--- config.mk ---
export PLATFORM = sky130hd
export DESIGN_NAME = ssrc_ramp_ctrl
export DESIGN_NICKNAME = d
export VERILOG_FILES = /design/src/rtl/ssrc_pkg.sv /design/src/rtl/ssrc_tick_div.sv /design/src/rtl/ssrc_ramp_ctrl.sv
export SDC_FILE = /design/constraint.sdc
export NUM_CORES = 1
export LEC_CHECK = 0
export ABC_AREA = 1
export BUFFER_PORTS_ARGS = -buffer_cell sky130_fd_sc_hd__clkbuf_2
export CELL_PAD_IN_SITES_DETAIL_PLACEMENT = 2
export CELL_PAD_IN_SITES_GLOBAL_PLACEMENT = 2
export CORE_MARGIN = 5
export CORE_UTILIZATION = 31
export DETAILED_ROUTE_END_ITERATION = 10
export PLACE_DENSITY_LB_ADDON = 0.05
export SLEW_MARGIN = 20
export SYNTH_ARGS = -nofsm -noshare
export SYNTH_HDL_FRONTEND = slang
export SYNTH_HIERARCHICAL = 1
export SYNTH_SLANG_ARGS = --single-unit
export TNS_END_PERCENT = 1
--- constraint.sdc ---
create_clock -name core_clk -period 3.6 [get_ports core_clk]
set_input_delay 0.72 -clock core_clk [delete_from_list [all_inputs] [get_ports core_clk]]
set_output_delay 0.72 -clock core_clk [all_outputs]
set_load 0.01 [all_outputs]
--- src/rtl/ssrc_pkg.sv ---
// constants and types shared by the stepper speed ramp control block
package ssrc_pkg;

  // ------------------------------------------------------------------
  // bus geometry
  // ------------------------------------------------------------------
  localparam int ADDR_W = 8;
  localparam int DATA_W = 32;

  // ------------------------------------------------------------------
  // register indices (byte address is four times the index)
  // ------------------------------------------------------------------
  localparam logic [5:0] IDX_RAMP_UP = 6'h0d;
  localparam logic [5:0] IDX_RAMP_DN = 6'h0e;
  localparam logic [5:0] IDX_CW_LO = 6'h16;
  localparam logic [5:0] IDX_CW_HI = 6'h17;
  localparam logic [5:0] IDX_CCW_LO = 6'h18;
  localparam logic [5:0] IDX_CCW_HI = 6'h19;
  localparam logic [5:0] IDX_MOTOR = 6'h1a;
  localparam logic [5:0] IDX_STATUS = 6'h1b;

  // ------------------------------------------------------------------
  // field positions
  // ------------------------------------------------------------------
  localparam int RAMP_EN_BIT = 5;
  localparam int RAMP_REEN_BIT = 4;
  localparam int MC_RUN_BIT = 7;
  localparam int MC_ESTOP_BIT = 5;
  localparam int MC_DIR_BIT = 0;
  localparam int STAT_WIDTH_LSB = 16;

  // ------------------------------------------------------------------
  // reset values
  // ------------------------------------------------------------------
  localparam logic [5:0] RAMP_RST = 6'h00;
  localparam logic [15:0] PW_RST = 16'h0000;
  localparam logic MC_DIR_RST = 1'b0;

  // ------------------------------------------------------------------
  // ramp arithmetic
  // ------------------------------------------------------------------
  localparam logic [3:0] FACTOR_MAX = 4'hd;
  localparam logic [12:0] WIDTH_MAX = 13'h1fff;

  // ------------------------------------------------------------------
  // timing: smallest pulse step at prescaler code zero
  // ------------------------------------------------------------------
  localparam int UNIT_NS = 3000;
  localparam int CLK_NS = 25;
  localparam int BASE_CYC = (UNIT_NS + CLK_NS - 1) / CLK_NS;
  localparam int BASE_W = $clog2(BASE_CYC);

  typedef enum logic [1:0] {
    ST_IDLE,
    ST_ACCEL,
    ST_RUN,
    ST_DECEL
  } ssrc_state_t;

endpackage : ssrc_pkg

--- src/rtl/ssrc_tick_div.sv ---
// free running divider giving a one-cycle enable pulse
`timescale 1ns/100ps
module ssrc_tick_div #(
  parameter int DIV = 120,
  parameter int W = 7
) (
  // clock and reset
  input wire logic core_clk,
  input wire logic resetn,
  // enable pulse
  output logic tick
);

  logic [W-1:0] cnt_r;
  logic [W-1:0] cnt_nxt;
  logic tick_r;
  logic tick_nxt;

  // count to DIV-1 then wrap with a pulse
  always_comb begin
    tick_nxt = 1'b0;
    cnt_nxt = cnt_r + W'(1);
    if (cnt_r == W'(DIV - 1)) begin
      cnt_nxt = '0;
      tick_nxt = 1'b1;
    end
  end

  always_ff @(posedge core_clk or negedge resetn) begin
    if (!resetn) begin
      cnt_r <= '0;
      tick_r <= 1'b0;
    end else begin
      cnt_r <= cnt_nxt;
      tick_r <= tick_nxt;
    end
  end

  assign tick = tick_r;

endmodule : ssrc_tick_div

--- src/rtl/ssrc_ramp_ctrl.sv ---
// stepper speed ramp controller with avalon-mm register slave
//
// Decided for this implementation: the Avalon-MM interface to the registers.
`timescale 1ns/100ps
module ssrc_ramp_ctrl (
  // clock and reset
  input wire logic core_clk,
  input wire logic resetn,
  // avalon-mm slave
  input wire logic [ssrc_pkg::ADDR_W-1:0] avs_address,
  input wire logic avs_read,
  input wire logic avs_write,
  input wire logic [ssrc_pkg::DATA_W-1:0] avs_writedata,
  input wire logic [3:0] avs_byteenable,
  output logic [ssrc_pkg::DATA_W-1:0] avs_readdata,
  output logic avs_waitrequest,
  // motor side
  output logic step_pulse,
  output logic motor_dir,
  output logic motor_busy
);

  // ------------------------------------------------------------------
  // declarations
  // ------------------------------------------------------------------
  logic ack_r, ack_nxt, dir_r, dir_nxt, step_r, step_nxt;
  logic [31:0] rdata_r, rdata_nxt;
  logic [5:0] ru_r, ru_nxt, rd_r, rd_nxt;
  logic [15:0] cw_r, cw_nxt, ccw_r, ccw_nxt;
  ssrc_pkg::ssrc_state_t st_r, st_nxt;
  logic [12:0] cur_r, cur_nxt, wcnt_r, wcnt_nxt;
  logic [3:0] upf_r, upf_nxt, dnf_r, dnf_nxt;
  logic [6:0] pcnt_r, pcnt_nxt;
  logic base_tick, unit_tick, step_ev;
  logic wr_acc, wr_lo, start_cmd, stop_cmd, estop_cmd;
  logic [5:0] idx;
  logic [12:0] target;
  logic [2:0] presc;
  logic [6:0] pmask;
  logic [13:0] up_delta, dn_delta;
  logic [31:0] rmux;
  // clamp reserved factor codes to the largest legal one
  function automatic logic [3:0] fac_clamp(input logic [3:0] f);
    fac_clamp = (f > ssrc_pkg::FACTOR_MAX) ? ssrc_pkg::FACTOR_MAX : f;
  endfunction : fac_clamp

  // ------------------------------------------------------------------
  // time base
  // ------------------------------------------------------------------
  // 3 us base pulse from the core clock
  ssrc_tick_div #(
    .DIV(ssrc_pkg::BASE_CYC),
    .W(ssrc_pkg::BASE_W)
  ) u_base_div (
    .core_clk(core_clk),
    .resetn(resetn),
    .tick(base_tick)
  );

  // ------------------------------------------------------------------
  // bus slave
  // ------------------------------------------------------------------
  // one wait state per access; the access completes when ack_r is high
  assign avs_waitrequest = (avs_read | avs_write) & ~ack_r;
  assign avs_readdata = rdata_r;
  assign idx = avs_address[7:2];
  assign wr_acc = avs_write & ack_r;
  assign wr_lo = wr_acc & avs_byteenable[0];
  assign start_cmd = wr_lo && idx == ssrc_pkg::IDX_MOTOR &&
                     avs_writedata[ssrc_pkg::MC_RUN_BIT];
  assign stop_cmd = wr_lo && idx == ssrc_pkg::IDX_MOTOR &&
                    !avs_writedata[ssrc_pkg::MC_RUN_BIT];
  assign estop_cmd = wr_lo && idx == ssrc_pkg::IDX_MOTOR &&
                     avs_writedata[ssrc_pkg::MC_ESTOP_BIT];

  // read multiplexer, unmapped words read zero
  always_comb begin
    rmux = 32'h0000_0000;
    case (idx)
      ssrc_pkg::IDX_RAMP_UP: rmux = {26'h0, ru_r};
      ssrc_pkg::IDX_RAMP_DN: rmux = {26'h0, rd_r};
      ssrc_pkg::IDX_CW_LO: rmux = {24'h0, cw_r[7:0]};
      ssrc_pkg::IDX_CW_HI: rmux = {24'h0, cw_r[15:8]};
      ssrc_pkg::IDX_CCW_LO: rmux = {24'h0, ccw_r[7:0]};
      ssrc_pkg::IDX_CCW_HI: rmux = {24'h0, ccw_r[15:8]};
      ssrc_pkg::IDX_MOTOR: begin
        rmux[ssrc_pkg::MC_RUN_BIT] = st_r == ssrc_pkg::ST_ACCEL ||
                                     st_r == ssrc_pkg::ST_RUN;
        rmux[ssrc_pkg::MC_DIR_BIT] = dir_r;
      end
      ssrc_pkg::IDX_STATUS: begin
        rmux[0] = st_r != ssrc_pkg::ST_IDLE;
        rmux[1] = st_r == ssrc_pkg::ST_ACCEL;
        rmux[2] = st_r == ssrc_pkg::ST_RUN;
        rmux[3] = st_r == ssrc_pkg::ST_DECEL;
        rmux[ssrc_pkg::STAT_WIDTH_LSB +: 13] = cur_r;
      end
    endcase
  end

  // handshake and register writes
  always_comb begin
    ack_nxt = (avs_read | avs_write) & ~ack_r;
    rdata_nxt = (ack_nxt && avs_read) ? rmux : rdata_r;
    ru_nxt = ru_r;
    rd_nxt = rd_r;
    cw_nxt = cw_r;
    ccw_nxt = ccw_r;
    dir_nxt = dir_r;
    // re-enable bits drop one cycle after they were stored
    ru_nxt[ssrc_pkg::RAMP_REEN_BIT] = 1'b0;
    rd_nxt[ssrc_pkg::RAMP_REEN_BIT] = 1'b0;
    if (wr_lo) begin
      unique case (idx)
        ssrc_pkg::IDX_RAMP_UP: begin
          ru_nxt = avs_writedata[5:0];
          // re-enable only latches with the enable bit set
          ru_nxt[4] = avs_writedata[5] & avs_writedata[4];
        end
        ssrc_pkg::IDX_RAMP_DN: begin
          rd_nxt = avs_writedata[5:0];
          rd_nxt[4] = avs_writedata[5] & avs_writedata[4];
        end
        ssrc_pkg::IDX_CW_LO: cw_nxt[7:0] = avs_writedata[7:0];
        ssrc_pkg::IDX_CW_HI: cw_nxt[15:8] = avs_writedata[7:0];
        ssrc_pkg::IDX_CCW_LO: ccw_nxt[7:0] = avs_writedata[7:0];
        ssrc_pkg::IDX_CCW_HI: ccw_nxt[15:8] = avs_writedata[7:0];
        ssrc_pkg::IDX_MOTOR:
          dir_nxt = avs_writedata[ssrc_pkg::MC_DIR_BIT];
        default: ;
      endcase
    end
  end

  always_ff @(posedge core_clk or negedge resetn) begin
    if (!resetn) begin
      ack_r <= 1'b0;
      rdata_r <= 32'h0000_0000;
      ru_r <= ssrc_pkg::RAMP_RST;
      rd_r <= ssrc_pkg::RAMP_RST;
      cw_r <= ssrc_pkg::PW_RST;
      ccw_r <= ssrc_pkg::PW_RST;
      dir_r <= ssrc_pkg::MC_DIR_RST;
    end else begin
      ack_r <= ack_nxt;
      rdata_r <= rdata_nxt;
      ru_r <= ru_nxt;
      rd_r <= rd_nxt;
      cw_r <= cw_nxt;
      ccw_r <= ccw_nxt;
      dir_r <= dir_nxt;
    end
  end

  // ------------------------------------------------------------------
  // step generator and ramp sequencer
  // ------------------------------------------------------------------
  // width and range of the active direction
  assign target = dir_r ? ccw_r[12:0] : cw_r[12:0];
  assign presc = dir_r ? ccw_r[15:13] : cw_r[15:13];
  assign pmask = 7'((8'h01 << presc) - 8'h01);
  assign unit_tick = base_tick && pcnt_r == pmask;
  assign step_ev = st_r != ssrc_pkg::ST_IDLE && unit_tick &&
                   wcnt_r == cur_r;
  assign up_delta = 14'h0001 << upf_r;
  assign dn_delta = 14'h0001 << dnf_r;

  always_comb begin
    st_nxt = st_r;
    cur_nxt = cur_r;
    upf_nxt = upf_r;
    dnf_nxt = dnf_r;
    step_nxt = step_ev;
    pcnt_nxt = pcnt_r;
    wcnt_nxt = wcnt_r;
    // prescaled unit tick and width counter
    if (st_r == ssrc_pkg::ST_IDLE) begin
      pcnt_nxt = 7'h00;
      wcnt_nxt = 13'h0000;
    end else if (base_tick) begin
      pcnt_nxt = unit_tick ? 7'h00 : pcnt_r + 7'h01;
      if (unit_tick) wcnt_nxt = step_ev ? 13'h0000 : wcnt_r + 13'h0001;
    end
    unique case (st_r)
      ssrc_pkg::ST_IDLE: begin
        if (start_cmd) begin
          if (ru_r[ssrc_pkg::RAMP_EN_BIT]) begin
            st_nxt = ssrc_pkg::ST_ACCEL;
            cur_nxt = ssrc_pkg::WIDTH_MAX;
            upf_nxt = fac_clamp(ru_r[3:0]);
          end else begin
            st_nxt = ssrc_pkg::ST_RUN;
            cur_nxt = target;
          end
        end
      end
      ssrc_pkg::ST_ACCEL: begin
        // ramp-up rate swap only while accelerating
        if (ru_r[ssrc_pkg::RAMP_REEN_BIT]) begin
          upf_nxt = fac_clamp(ru_r[3:0]);
        end
        if (step_ev) begin
          if ({2'b00, cur_r} <= {2'b00, target} + {1'b0, up_delta}) begin
            cur_nxt = target;
            st_nxt = ssrc_pkg::ST_RUN;
          end else begin
            cur_nxt = cur_r - up_delta[12:0];
          end
        end
      end
      ssrc_pkg::ST_RUN: cur_nxt = target;
      ssrc_pkg::ST_DECEL: begin
        if (rd_r[ssrc_pkg::RAMP_REEN_BIT]) begin
          dnf_nxt = fac_clamp(rd_r[3:0]);
        end
        if (step_ev) begin
          if ({2'b00, cur_r} + {1'b0, dn_delta} >=
              {2'b00, ssrc_pkg::WIDTH_MAX}) begin
            cur_nxt = ssrc_pkg::WIDTH_MAX;
            st_nxt = ssrc_pkg::ST_IDLE;
          end else begin
            cur_nxt = cur_r + dn_delta[12:0];
          end
        end
      end
    endcase
    // stop requests override the sequencer
    if (stop_cmd && (st_r == ssrc_pkg::ST_ACCEL ||
                     st_r == ssrc_pkg::ST_RUN)) begin
      if (rd_r[ssrc_pkg::RAMP_EN_BIT]) begin
        st_nxt = ssrc_pkg::ST_DECEL;
        dnf_nxt = fac_clamp(rd_r[3:0]);
      end else begin
        st_nxt = ssrc_pkg::ST_IDLE;
      end
    end
    if (estop_cmd) st_nxt = ssrc_pkg::ST_IDLE;
  end

  always_ff @(posedge core_clk or negedge resetn) begin
    if (!resetn) begin
      st_r <= ssrc_pkg::ST_IDLE;
      cur_r <= ssrc_pkg::WIDTH_MAX;
      upf_r <= 4'h0;
      dnf_r <= 4'h0;
      step_r <= 1'b0;
      pcnt_r <= 7'h00;
      wcnt_r <= 13'h0000;
    end else begin
      st_r <= st_nxt;
      cur_r <= cur_nxt;
      upf_r <= upf_nxt;
      dnf_r <= dnf_nxt;
      step_r <= step_nxt;
      pcnt_r <= pcnt_nxt;
      wcnt_r <= wcnt_nxt;
    end
  end

  assign step_pulse = step_r;
  assign motor_dir = dir_r;
  assign motor_busy = st_r != ssrc_pkg::ST_IDLE;
endmodule : ssrc_ramp_ctrl

; Yosys cells after proc, flatten, opt, wreduce, memory -nomap -nowiden
; Index checks and enable logic that the tools add are counted.
[word_totals]
register_bits = 119
inputBits = 48
out_inout_bits = 36
word_cells = 140
[classes]
n_addsub = 8
magnitude_cmp = 4
n_eq_ne = 24
shifts = 3
mux = 47
bitwise_logic = 6
reduce_logical = 28
[ops]
columns = cell, count
row1 = $mux W13, 12
row2 = $pmux W13 S4, 1
row3 = $eq A6 B5 Y1 const B, 6
row4 = $mux W4, 9
row5 = $add A13 B14 Y15, 2
row6 = $mux W7, 4
row7 = $shl A1 B4 Y14 const A, 2
row8 = $pmux W3 S7, 1
row9 = $mux W5, 4
row10 = $mux W2, 9
row11 = $pmux W3 S6, 1
row12 = $ne A4 B3 Y1 const B, 4
row13 = $reduce_and A2 Y1, 8
row14 = $ge A15 B13 Y1 const B, 1
row15 = $le A13 B15 Y1, 1
row16 = $add A7 B1 Y7 const B, 2
row17 = $add A13 B1 Y13 const B, 1
row18 = $add A13 B13 Y13, 1
row19 = $eq A13 B13 Y1, 1
row20 = $sub A13 B13 Y13, 1
row21 = $eq A6 B4 Y1 const B, 2
row22 = $ne A2 B2 Y1 const B, 5
row23 = $logic_and A1 B1 Y1, 9
row24 = $gt A4 B4 Y1 const B, 2
row25 = other kinds (24), 31

; Depth between registers and ports, before layout
; Gate-level depths: netlist of run 1.
[logic_depth]
depth_word = 11
depth_mapped = 32
depth_no_buf = 30

; Cells and area by module
; Netlist of run 1, hierarchy kept.
[modules_own_cells]
columns = module, n_inst, cells_each, area_per_inst_um2, seq_area_each_um2
row1 = ssrc_ramp_ctrl, 1, 1316, 8976.1, 2793.9
row2 = ssrc_tick_div, 1, 41, 365.4, 200.2

; Worst setup path before layout of run 1
; OpenSTA, ideal clock, no wires.
[synth_timing]
path_kind = reg2reg
from = register dir_r (netlist: motor_dir)
to = register cur_r[1]
setup_time_ns = 0.060
arrival_time_ns = 3.721
required_time_ns = 3.540
path_slack_ns = -0.181
stages_incl_launch_ff = 28
path_buffers = 3
synth_period_minus_slack_ns = 3.781
path_cell_list = dfrtp_1 buf_6 clkbuf_1 o21ai_0 inv_1 ha_1 nand2_1 nand2_1 nand2_1 a31oi_1 a21oi_1 o21bai_1 xnor2_1 ha_1 nand2_1 inv_1 nand3_1 nor3_1 nor2_1 nand2_1 nor2_2 nand2_2 buf_6 nand2_1 o21ai_1 o21ai_0 nand2_1 nand2_1
[synth_between]
elab_chain_len = 9
elab_cells_between_ends = 18
cone_classes = 2 x add/sub / 1 x order compare / 3 x eq/ne / 1 x shift / 7 x mux / 4 x reduce/logical
[synth_rtl]
columns = item, line
row1 = "start, declared", ssrc_ramp_ctrl.sv:26  ; logic ack_r, ack_nxt, dir_r, dir_nxt, step_r, step_nxt;
row2 = "start signal, assigned", ssrc_ramp_ctrl.sv:143  ; dir_r <= ssrc_pkg::MC_DIR_RST;
row3 = "start signal, assigned", ssrc_ramp_ctrl.sv:151  ; dir_r <= dir_nxt;
row4 = branches (longest 9 deep; another with $add A13 B14 Y15), --
row5 = "end signal, assigned", ssrc_ramp_ctrl.sv:243  ; cur_r <= ssrc_pkg::WIDTH_MAX;
row6 = "end signal, assigned", ssrc_ramp_ctrl.sv:251  ; cur_r <= cur_nxt;
row7 = "end, declared", ssrc_ramp_ctrl.sv:31  ; logic [12:0] cur_r, cur_nxt, wcnt_r, wcnt_nxt;
; Parallel ways; which one is timed is not known. The select of a mux whose other input is x is not followed.
; A chain may end at the register's enable or synchronous reset.

; Worst setup path in the final report of run 1
[layout_timing]
from = register dir_r (netlist: motor_dir)
to = register cur_r[12]
; The elaborated chain is that of the path after synthesis.

==> flow_metrics.env, run 1 <==
export IMPL_worst_path_buf_inv=7
export IMPL_cp_max_fo=8
export IMPL_wl_per_cell_um=19.1
export IMPL_cpPeakStageDelay_ps=420
export IMPL_ys_ff_latch=119
export IMPL_grt_overflow_total=0
export IMPL_cts_sinks=119
export IMPL_die_x_um=184
export IMPL_yosysTopAreaCellShare_pct=28.4
export IMPL_ctsHoldBuffers=0
export IMPL_placed_area_um2=10800
export IMPL_ys_flop_type="dfrtp_1"
export IMPL_post_route_period_util_pct=107
export IMPL_reg2reg_depth=28
export IMPL_rr_startpoint="motor_dir"
export IMPL_synthArstFlopShare_pct=100
export IMPL_skew_ps=14.4
export IMPL_final_antenna_net_count=0
export IMPL_port_buffers=43
export IMPL_first_iter_violations=387
export IMPL_violations="negative setup slack"
export IMPL_crit_type="flop to flop"
export IMPL_antenna_found_initial=0
export IMPL_ff2ff_setup_slack_ps=-250
export IMPL_yosysUniqueCellTypes=49
export IMPL_final_seq_area_um2=3000
export IMPL_total_power_mw=3.67
export IMPL_fin_cells=1940
export IMPL_die_area_um2=33700
export IMPL_grt_pass1_wl_um=59300
export IMPL_ctsLongestPathBuffers=2
export IMPL_die_h_um=184
export IMPL_yosysSeqAreaShare_pct=32.1
export IMPL_crit_path_end_kind="flop"
export IMPL_hold_violations=0
export IMPL_max_cap_violations=0
export IMPL_n_fill_cell=3552
export IMPL_drv_slew=0
export IMPL_start_util_pct=31.4
export IMPL_numCtsBuffers=17
export IMPL_yosysTopAreaCell="dfrtp_1"
export IMPL_final_area_um2=12000
export IMPL_timing_rr_end="cur_r[12]"
export IMPL_fmax_mhz=260
export IMPL_dpl_hpwl_um=28700
export IMPL_grt_use_total_pct=22.5
export IMPL_diodes=0
export IMPL_dr_pass1_iters=4
export IMPL_tns_ps=-2870
export IMPL_nets=1649
export IMPL_syn_instance_count=1357
export IMPL_row_count=63
export IMPL_start_kind="flop"
export IMPL_maxSlewHeadroom_pct=32.5
export IMPL_dr_total_vias=9624
export IMPL_cts_root_buf="clkbuf_16"
export IMPL_first_global_vias=10700
export IMPL_grt_max_degree=53
export IMPL_routed_via_density=4.96
export IMPL_hold_path_class="primary input to asynchronous set/reset pin"
export IMPL_cts_tree="yes"
export IMPL_pre_cts_ws_ps=-526
export IMPL_ios=84
export IMPL_syn_area_per_cell_um2=6.88
export IMPL_synth_area_um2=9340
export IMPL_dp_cells=1883
export IMPL_crit_required_ps=3970
export IMPL_leakagePower_nw=6.23
export IMPL_worstSkewPairLatency_ps=440
export IMPL_cts_clk_slew_worst_paths_ps=60
export IMPL_outcome="complete, but fails checks"
export IMPL_min_period_ps=3850
export IMPL_core_area_um2=29700
export IMPL_grt_setup_unrepaired="true"
export IMPL_slowest_stage="dfrtp_1"
export IMPL_crit_family="simple AND/OR/NAND/NOR gates"
export IMPL_fin_ws_ps=-247
export IMPL_drcViolationCount=0
export IMPL_drive_gt1_share_pct=22.8
export IMPL_cpMostUsedCell="nand2_1"
export IMPL_cts_htree_levels=4
export IMPL_routed_wl_um=37100
export IMPL_yosys_top_cells_area="dfrtp_1 28%, nand2_1 16%, inv_1 8.4%, ha_1 8.2%, o21ai_0 5.6%"
export IMPL_syn_to_final_growth_pct=28.2
export IMPL_finalSetupViolCount=15
export IMPL_multiInputGateArea_um2=5710
export IMPL_gp_congestion=0.852
export IMPL_synth_edff_count=0
export IMPL_yosys_warnings=6
export IMPL_ir_drop_uv=346
export IMPL_critPathArrivalTime_ps=4220
export IMPL_worst_pin_slew_ps=1010
export IMPL_p_per_area_nw_per_um2=306
report_power, final:
part | internal [mW] | switching [mW]
logic | 0.220 | 0.307
clock network | 1.06 | 0.687
registers | 1.37 | 0.0250
total | 2.65 | 1.02
per-stage QoR:
| step | hold WS [ps] | util, % |
|---|---|---|
| floorplan | 424 | - |
| global placement | 448 | 36.3 |
| detailed placement | 459 | 36.3 |
| CTS | 340 | 39.7 |
| global route | 364 | 40.3 |
| finish | 325 | 40.3 |
routing by layer:
layer	wire (um)	part of all wire [%]	vias up	GRT usage, %
met4	873	2.4	0	6.59
met1	16500	44	4763	28.2
li1	-	-	4697	-
met3	983	2.6	53	3.09
met2	18800	51	111	40.3
met5	0	0	-	0
sequential cells by signal, summed over array words and instances (netlist names):
signal,count
avs_readdata,21
ccw_r,16
cw_r,16
cur_r,13
wcnt_r,13
pcnt_r,7
u_base_div/cnt_r,7
rd_r,6
ru_r,6
dnf_r,4
upf_r,4
st_r,2
ack_r,1
motor_dir,1
step_pulse,1
u_base_div/tick,1
placed cells by master, fill, tap and decap left out, drive strengths merged, types with 11 or more instances in the layout:
cell	count
nand2	407
o21ai	110
inv	214
nor2	110
dfrtp	106
xor2	40
nand3	85
conb	11
nand4	11
nor3	20
dfstp	13
clkbuf	61
ha	61
buf	143
o22ai	25
xnor2	12
a21oi	59
area by class of cell:
| type | instances | area share [%] |
|---|---|---|
| clock inverter | 13 | 1.22 |
| inverter | 215 | 6.86 |
| multi-input combinational | 999 | 47.7 |
| sequential | 119 | 25.0 |
| timing repair buffer | 185 | 11.4 |
| clock buffer | 19 | 3.78 |
| tap | 390 | 4.07 |
what timing repair did:
item,in CTS,in global routing
endpoints found under the setup margin,15,15
pin swaps,38,39
setup buffers,19,6
gates resized for setup,67,41
gates cloned,0,0
kinds of logic after synthesis:
group                    share of synthesized area [%]
AND/OR/NAND/NOR                                   29.0
buffers and inverters                             10.9
flip-flops                                        32.1
AO/OA/AOI/OAI                                     14.3
other                                           0.0401
XOR/XNOR                                          4.88
adder cells (fa/ha/maj)                           8.81
worst max-delay path by stage:
stage                   start         to  cells after the start
detailed placement  motor_dir  cur_r[12]                     28
global route        motor_dir  cur_r[12]                     29
global placement    motor_dir  cur_r[11]                     28
floorplan           motor_dir   cur_r[1]                     27
CTS                 motor_dir  cur_r[12]                     27
finish              motor_dir  cur_r[12]                     28
cells in the mapped netlist (2+ instances only):
cell       instances
o21bai_1           4
dfstp_2           13
xnor2_1           12
o21ai_0          104
buf_4             11
xor2_1            40
a31oi_1            5
o22ai_2           10
nand4_1           10
or2_2              5
o21ai_2            3
buf_6              4
nand2_1          397
o21a_1             3
fa_1               3
o21ai_1            3
nor2_1           103
dfrtp_1          106
a221oi_1           8
nor3_1            20
o2111ai_1          2
nand3_1           83
buf_2              4
inv_1            209
inv_2              4
nand2_2            9
o22ai_1           15
ha_1              61
nor2_2             6
and2_1             2
clkbuf_1          14
nand3b_1           6
a21o_1             4
a21oi_2            7
nand3_2            2
a21oi_1           52
No activity file was read; power rests on OpenSTA's default activity.
==> run 2: changes to the inputs <==
Settings changed: SKIP_CTS_REPAIR_TIMING from default to 1.
==> run 2 against run 1 <==
Compared with the run above: the run still ends with negative setup slack left; sequential power hardly changed; clock skew grew 0.93 ps; final cell count is 0.72% lower; via count shrank 0.86%; critical endpoint unchanged; first-iteration DRC count down 16%; largest power group unchanged; maximum frequency down 1.6%; register-to-register slack worse by 60 ps.
==> flow_metrics.env, run 2 (synthesis results as in run 1) <==
export IMPL_gp_congestion=0.852
export IMPL_grt_max_degree=53
export IMPL_crit_type="flop to flop"
export IMPL_grt_pass1_wl_um=57700
export IMPL_routed_via_density=4.95
export IMPL_start_util_pct=31.4
export IMPL_maxSlewHeadroom_pct=32.8
export IMPL_drive_gt1_share_pct=21.5
export IMPL_min_period_ps=3910
export IMPL_worst_path_buf_inv=5
export IMPL_cts_tree="yes"
export IMPL_antenna_found_initial=0
export IMPL_critPathArrivalTime_ps=4280
export IMPL_cp_max_fo=7
export IMPL_final_common_cell="nand2_1"
export IMPL_cp_num_cells=27
export IMPL_grt_use_total_pct=21.8
export IMPL_rr_startpoint="motor_dir"
export IMPL_syn_to_final_growth_pct=27.0
export IMPL_hold_violations=0
export IMPL_diodes=0
export IMPL_slowest_stage="dfrtp_2"
export IMPL_dr_pass1_iters=7
export IMPL_outcome="complete, but fails checks"
export IMPL_cpMostUsedCell="nand2_1"
export IMPL_cts_sinks=119
export IMPL_ios=84
export IMPL_fmax_mhz=256
export IMPL_first_global_vias=10400
export IMPL_final_area_um2=11900
export IMPL_grt_overflow_total=0
export IMPL_start_kind="flop"
export IMPL_fin_cells=1926
export IMPL_crit_family="simple AND/OR/NAND/NOR gates"
export IMPL_hold_path_class="primary input to asynchronous set/reset pin"
export IMPL_post_route_period_util_pct=109
export IMPL_p_per_area_nw_per_um2=308
export IMPL_leakagePower_nw=6.16
export IMPL_post_route_util_pct=39.9
export IMPL_cpPeakStageDelay_ps=480
export IMPL_final_cell_mix="379 x nand2_1, 201 x inv_1, 116 x buf_4, 104 x dfrtp_1, 98 x nor2_1"
export IMPL_grt_setup_unrepaired="true"
export IMPL_drcViolationCount=0
export IMPL_cts_root_buf="clkbuf_16"
export IMPL_die_area_um2=33700
export IMPL_tns_ps=-4040
export IMPL_ir_drop_uv=345
export IMPL_placed_area_um2=10800
export IMPL_largest_register_ffs=21
export IMPL_fin_ws_ps=-310
export IMPL_drv_slew=0
export IMPL_worst_pin_slew_ps=1010
export IMPL_finalSetupViolCount=15
export IMPL_holdWs_ps=330
export IMPL_dp_cells=1883
export IMPL_cts_clk_slew_worst_paths_ps=60
export IMPL_first_iter_violations=327
export IMPL_worstSkewPairLatency_ps=440
export IMPL_n_fill_cell=3546
export IMPL_die_h_um=184
export IMPL_dpl_hpwl_um=28700
export IMPL_ctsLongestPathBuffers=2
export IMPL_die_x_um=184
export IMPL_reg2reg_depth=27
export IMPL_core_area_um2=29700
export IMPL_final_antenna_net_count=0
export IMPL_numCtsBuffers=17
export IMPL_violations="negative setup slack"
export IMPL_wl_per_cell_um=19.0
export IMPL_nets=1635
export IMPL_crit_required_ps=3970
export IMPL_dr_total_vias=9541
export IMPL_crit_path_end_kind="flop"
export IMPL_multiInputGateArea_um2=5670
export IMPL_max_cap_violations=0
export IMPL_port_buffers=43
export IMPL_cts_htree_levels=4
export IMPL_row_count=63
export IMPL_routed_wl_um=36500
export IMPL_skew_ps=15.3
export IMPL_cp_startpoint="motor_dir"
export IMPL_final_seq_area_um2=3000
-- run 2: metrics by stage --
stage	setup slack (ps)	power [mW]
floorplan	3.33	1.63
global placement	-381	1.85
detailed placement	-526	1.87
CTS	-551	3.64
global route	-605	3.81
finish	-310	3.65
-- run 2: layer usage --
metal  vias to the layer above  global-route usage [%]  part of all wire [%]
met5                         -                       0                     0
met4                         0                    4.92                   1.4
met3                        35                    2.73                   1.5
met2                        80                    39.2                    51
met1                      4756                    28.0                    46
li1                       4670                       -                     -
-- run 2: layout make-up --
class / instances / share of cell area, %
multi-input cells: 999 / 47.8
flip-flops and latches: 119 / 25.3
repair buffers: 171 / 10.8
inverters: 215 / 6.96
well taps: 390 / 4.11
clock buffers: 19 / 3.82
clock inverters: 13 / 1.23
-- run 2: path summary, 6_finish.rpt --
check / slack [ps] / to
max in group asynchronous: 2430 / cur_r[12]
setup / recovery: -310 / cur_r[12]
hold / removal: 330 / ccw_r[4]
min in group core_clk: 460 / u_base_div/cnt_r[0]
setup reg to reg: -310 / cur_r[12]
hold reg to reg: 460 / u_base_div/cnt_r[0]
-- run 2: where the power goes --
part	switching (mW)	internal [mW]
Sequential	0.0250	1.37
Clock	0.687	1.06
Combinational	0.301	0.207
==> run 3: changes to the inputs <==
Settings changed: CORE_UTILIZATION 31 to 37.
Clock period 3.6 ns to 4.71 ns, I/O delays scaled along.
==> run 3 against run 2 <==
Compared with the run above: the flow now finishes without violations; worst setup slack improved by 760 ps; sequential share of layout area increased by 3.0 points; clock skew increased by 1.8 ps; largest power group unchanged; total power decreased by 26%.
==> flow_metrics.env, run 3 (synthesis results as in run 1) <==
export IMPL_crit_end="cur_r[2]"
export IMPL_numCtsBuffers=17
export IMPL_pre_cts_ws_ps=111
export IMPL_n_fill_cell=3051
export IMPL_port_buffers=43
export IMPL_drv_slew=0
export IMPL_largest_register_ffs=21
export IMPL_comb_power_share_pct=10.8
export IMPL_dpl_hpwl_um=27200
export IMPL_grt_overflow_total=0
export IMPL_cts_sinks=119
export IMPL_clkPwrFrac_pct=49.6
export IMPL_grt_setup_unrepaired="false"
export IMPL_cp_startpoint="motor_dir"
export IMPL_routed_via_density=5.29
export IMPL_cp_max_fo=12
export IMPL_diodes=0
export IMPL_syn_to_final_growth_pct=13.4
export IMPL_nets=1532
export IMPL_antenna_found_initial=0
export IMPL_grt_use_total_pct=25.6
export IMPL_die_x_um=169
export IMPL_first_global_vias=10400
export IMPL_grt_max_degree=47
export IMPL_start_util_pct=37.3
export IMPL_switchingPower_mw=0.846
export IMPL_crit_family="simple AND/OR/NAND/NOR gates"
export IMPL_ios=84
export IMPL_final_common_cell="nand2_1"
export IMPL_die_h_um=169
export IMPL_cts_clk_slew_worst_paths_ps=70
export IMPL_gp_congestion=0.848
export IMPL_hold_violations=0
export IMPL_timing_rr_end="cur_r[2]"
export IMPL_slowest_stage="ha_1"
export IMPL_worstSkewPairLatency_ps=440
export IMPL_min_period_ps=4260
export IMPL_drive_gt1_share_pct=11.4
export IMPL_cpMostUsedCell="nand2_1"
export IMPL_finalSetupViolCount=0
export IMPL_fin_ws_ps=450
export IMPL_final_antenna_net_count=0
export IMPL_wl_per_cell_um=20.5
export IMPL_intPower_mw=1.84
export IMPL_cts_tree="yes"
export IMPL_final_cell_mix="397 x nand2_1, 209 x inv_1, 106 x dfrtp_1, 103 x o21ai_0, 103 x nor2_1"
export IMPL_fmax_mhz=235
export IMPL_outcome="finished clean"
export IMPL_p_per_area_nw_per_um2=254
export IMPL_worst_pin_slew_ps=998
export IMPL_seq_power_share_pct=39.6
export IMPL_maxSlewHeadroom_pct=33.4
export IMPL_crit_required_ps=5080
export IMPL_row_count=58
export IMPL_ir_drop_uv=162
export IMPL_ctsLongestPathBuffers=2
export IMPL_switching_share_pct=31.4
export IMPL_drcViolationCount=0
export IMPL_leakagePower_nw=5.58
export IMPL_cp_num_cells=26
export IMPL_start_kind="flop"
export IMPL_first_iter_violations=408
export IMPL_final_seq_area_um2=2990
export IMPL_hold_path_class="flop to flop"
export IMPL_routed_wl_um=36100
export IMPL_cts_root_buf="clkbuf_16"
export IMPL_max_cap_violations=0
export IMPL_cts_htree_levels=4
export IMPL_rr_startpoint="motor_dir"
export IMPL_crit_type="flop to flop"
export IMPL_grt_pass1_wl_um=57200
export IMPL_worst_path_buf_inv=4
export IMPL_crit_path_end_kind="flop"
export IMPL_dr_total_vias=9335
export IMPL_core_area_um2=25000
export IMPL_dr_pass1_iters=5
export IMPL_tns_ps=0
export IMPL_post_route_period_util_pct=90.4
export IMPL_reg2reg_depth=26
export IMPL_die_area_um2=28500
export IMPL_cpPeakStageDelay_ps=400
export IMPL_ff2ff_setup_slack_ps=450
export IMPL_multiInputGateArea_um2=5370
export IMPL_skew_ps=17.1
export IMPL_critPathArrivalTime_ps=4630
[run 3: metrics by stage]
stage | util, % | instances | total power [mW] | hold slack [ps] | instance area, um2
5_1_grt | 42.3 | 1763 | 2.81 | 502 | 10600
2_1_floorplan | - | 1367 | 1.24 | 437 | 9380
3_3_place_gp | 39.9 | 1730 | 1.36 | 455 | 9990
3_5_place_dp | 39.9 | 1730 | 1.37 | 469 | 9990
4_1_cts | 42.2 | 1762 | 2.72 | 484 | 10600
6_report | 42.3 | 1763 | 2.69 | 477 | 10600
[run 3: worst min-delay path by stage]
| stage | end | slack, ps | cells past startpoint | from |
|---|---|---|---|---|
| finish | u_base_div/cnt_r[0] | 480 | 1 | u_base_div/cnt_r[0] |
| global route | avs_readdata[3] | 500 | 1 | avs_readdata[3] |
| CTS | u_base_div/cnt_r[0] | 480 | 1 | u_base_div/cnt_r[0] |
| detailed placement | avs_readdata[3] | 470 | 1 | avs_readdata[3] |
| global placement | u_base_div/cnt_r[0] | 450 | 1 | u_base_div/cnt_r[0] |
| floorplan | u_base_div/cnt_r[0] | 440 | 1 | u_base_div/cnt_r[0] |
[run 3: per-layer routing]
metal  part of all wire, %  vias to the layer above  track usage [%]  wire length (um)
met5                     0                        -                0                 0
met4                   2.9                        0             8.65              1050
met3                   2.4                       70             3.06               870
met2                    50                      154             45.8             18200
met1                    44                     4656             31.9             16000
li1                      -                     4455                -                 -
[run 3: power groups by stage]
stage	clock [mW]	sequential [mW]	combinational [mW]
detailed placement	0	1.08	0.286
floorplan	0	1.08	0.166
CTS	1.36	1.06	0.291
global placement	0	1.08	0.274
global route	1.41	1.07	0.324
finish	1.33	1.06	0.290
[run 3: final cells by class]
| cell class | instances | area share (%) |
|---|---|---|
| tap | 330 | 3.90 |
| inverter | 215 | 7.67 |
| multi-input combinational | 999 | 50.7 |
| timing repair buffer | 68 | 3.95 |
| clock buffer | 17 | 4.02 |
| clock inverter | 15 | 1.45 |
| sequential | 119 | 28.3 |
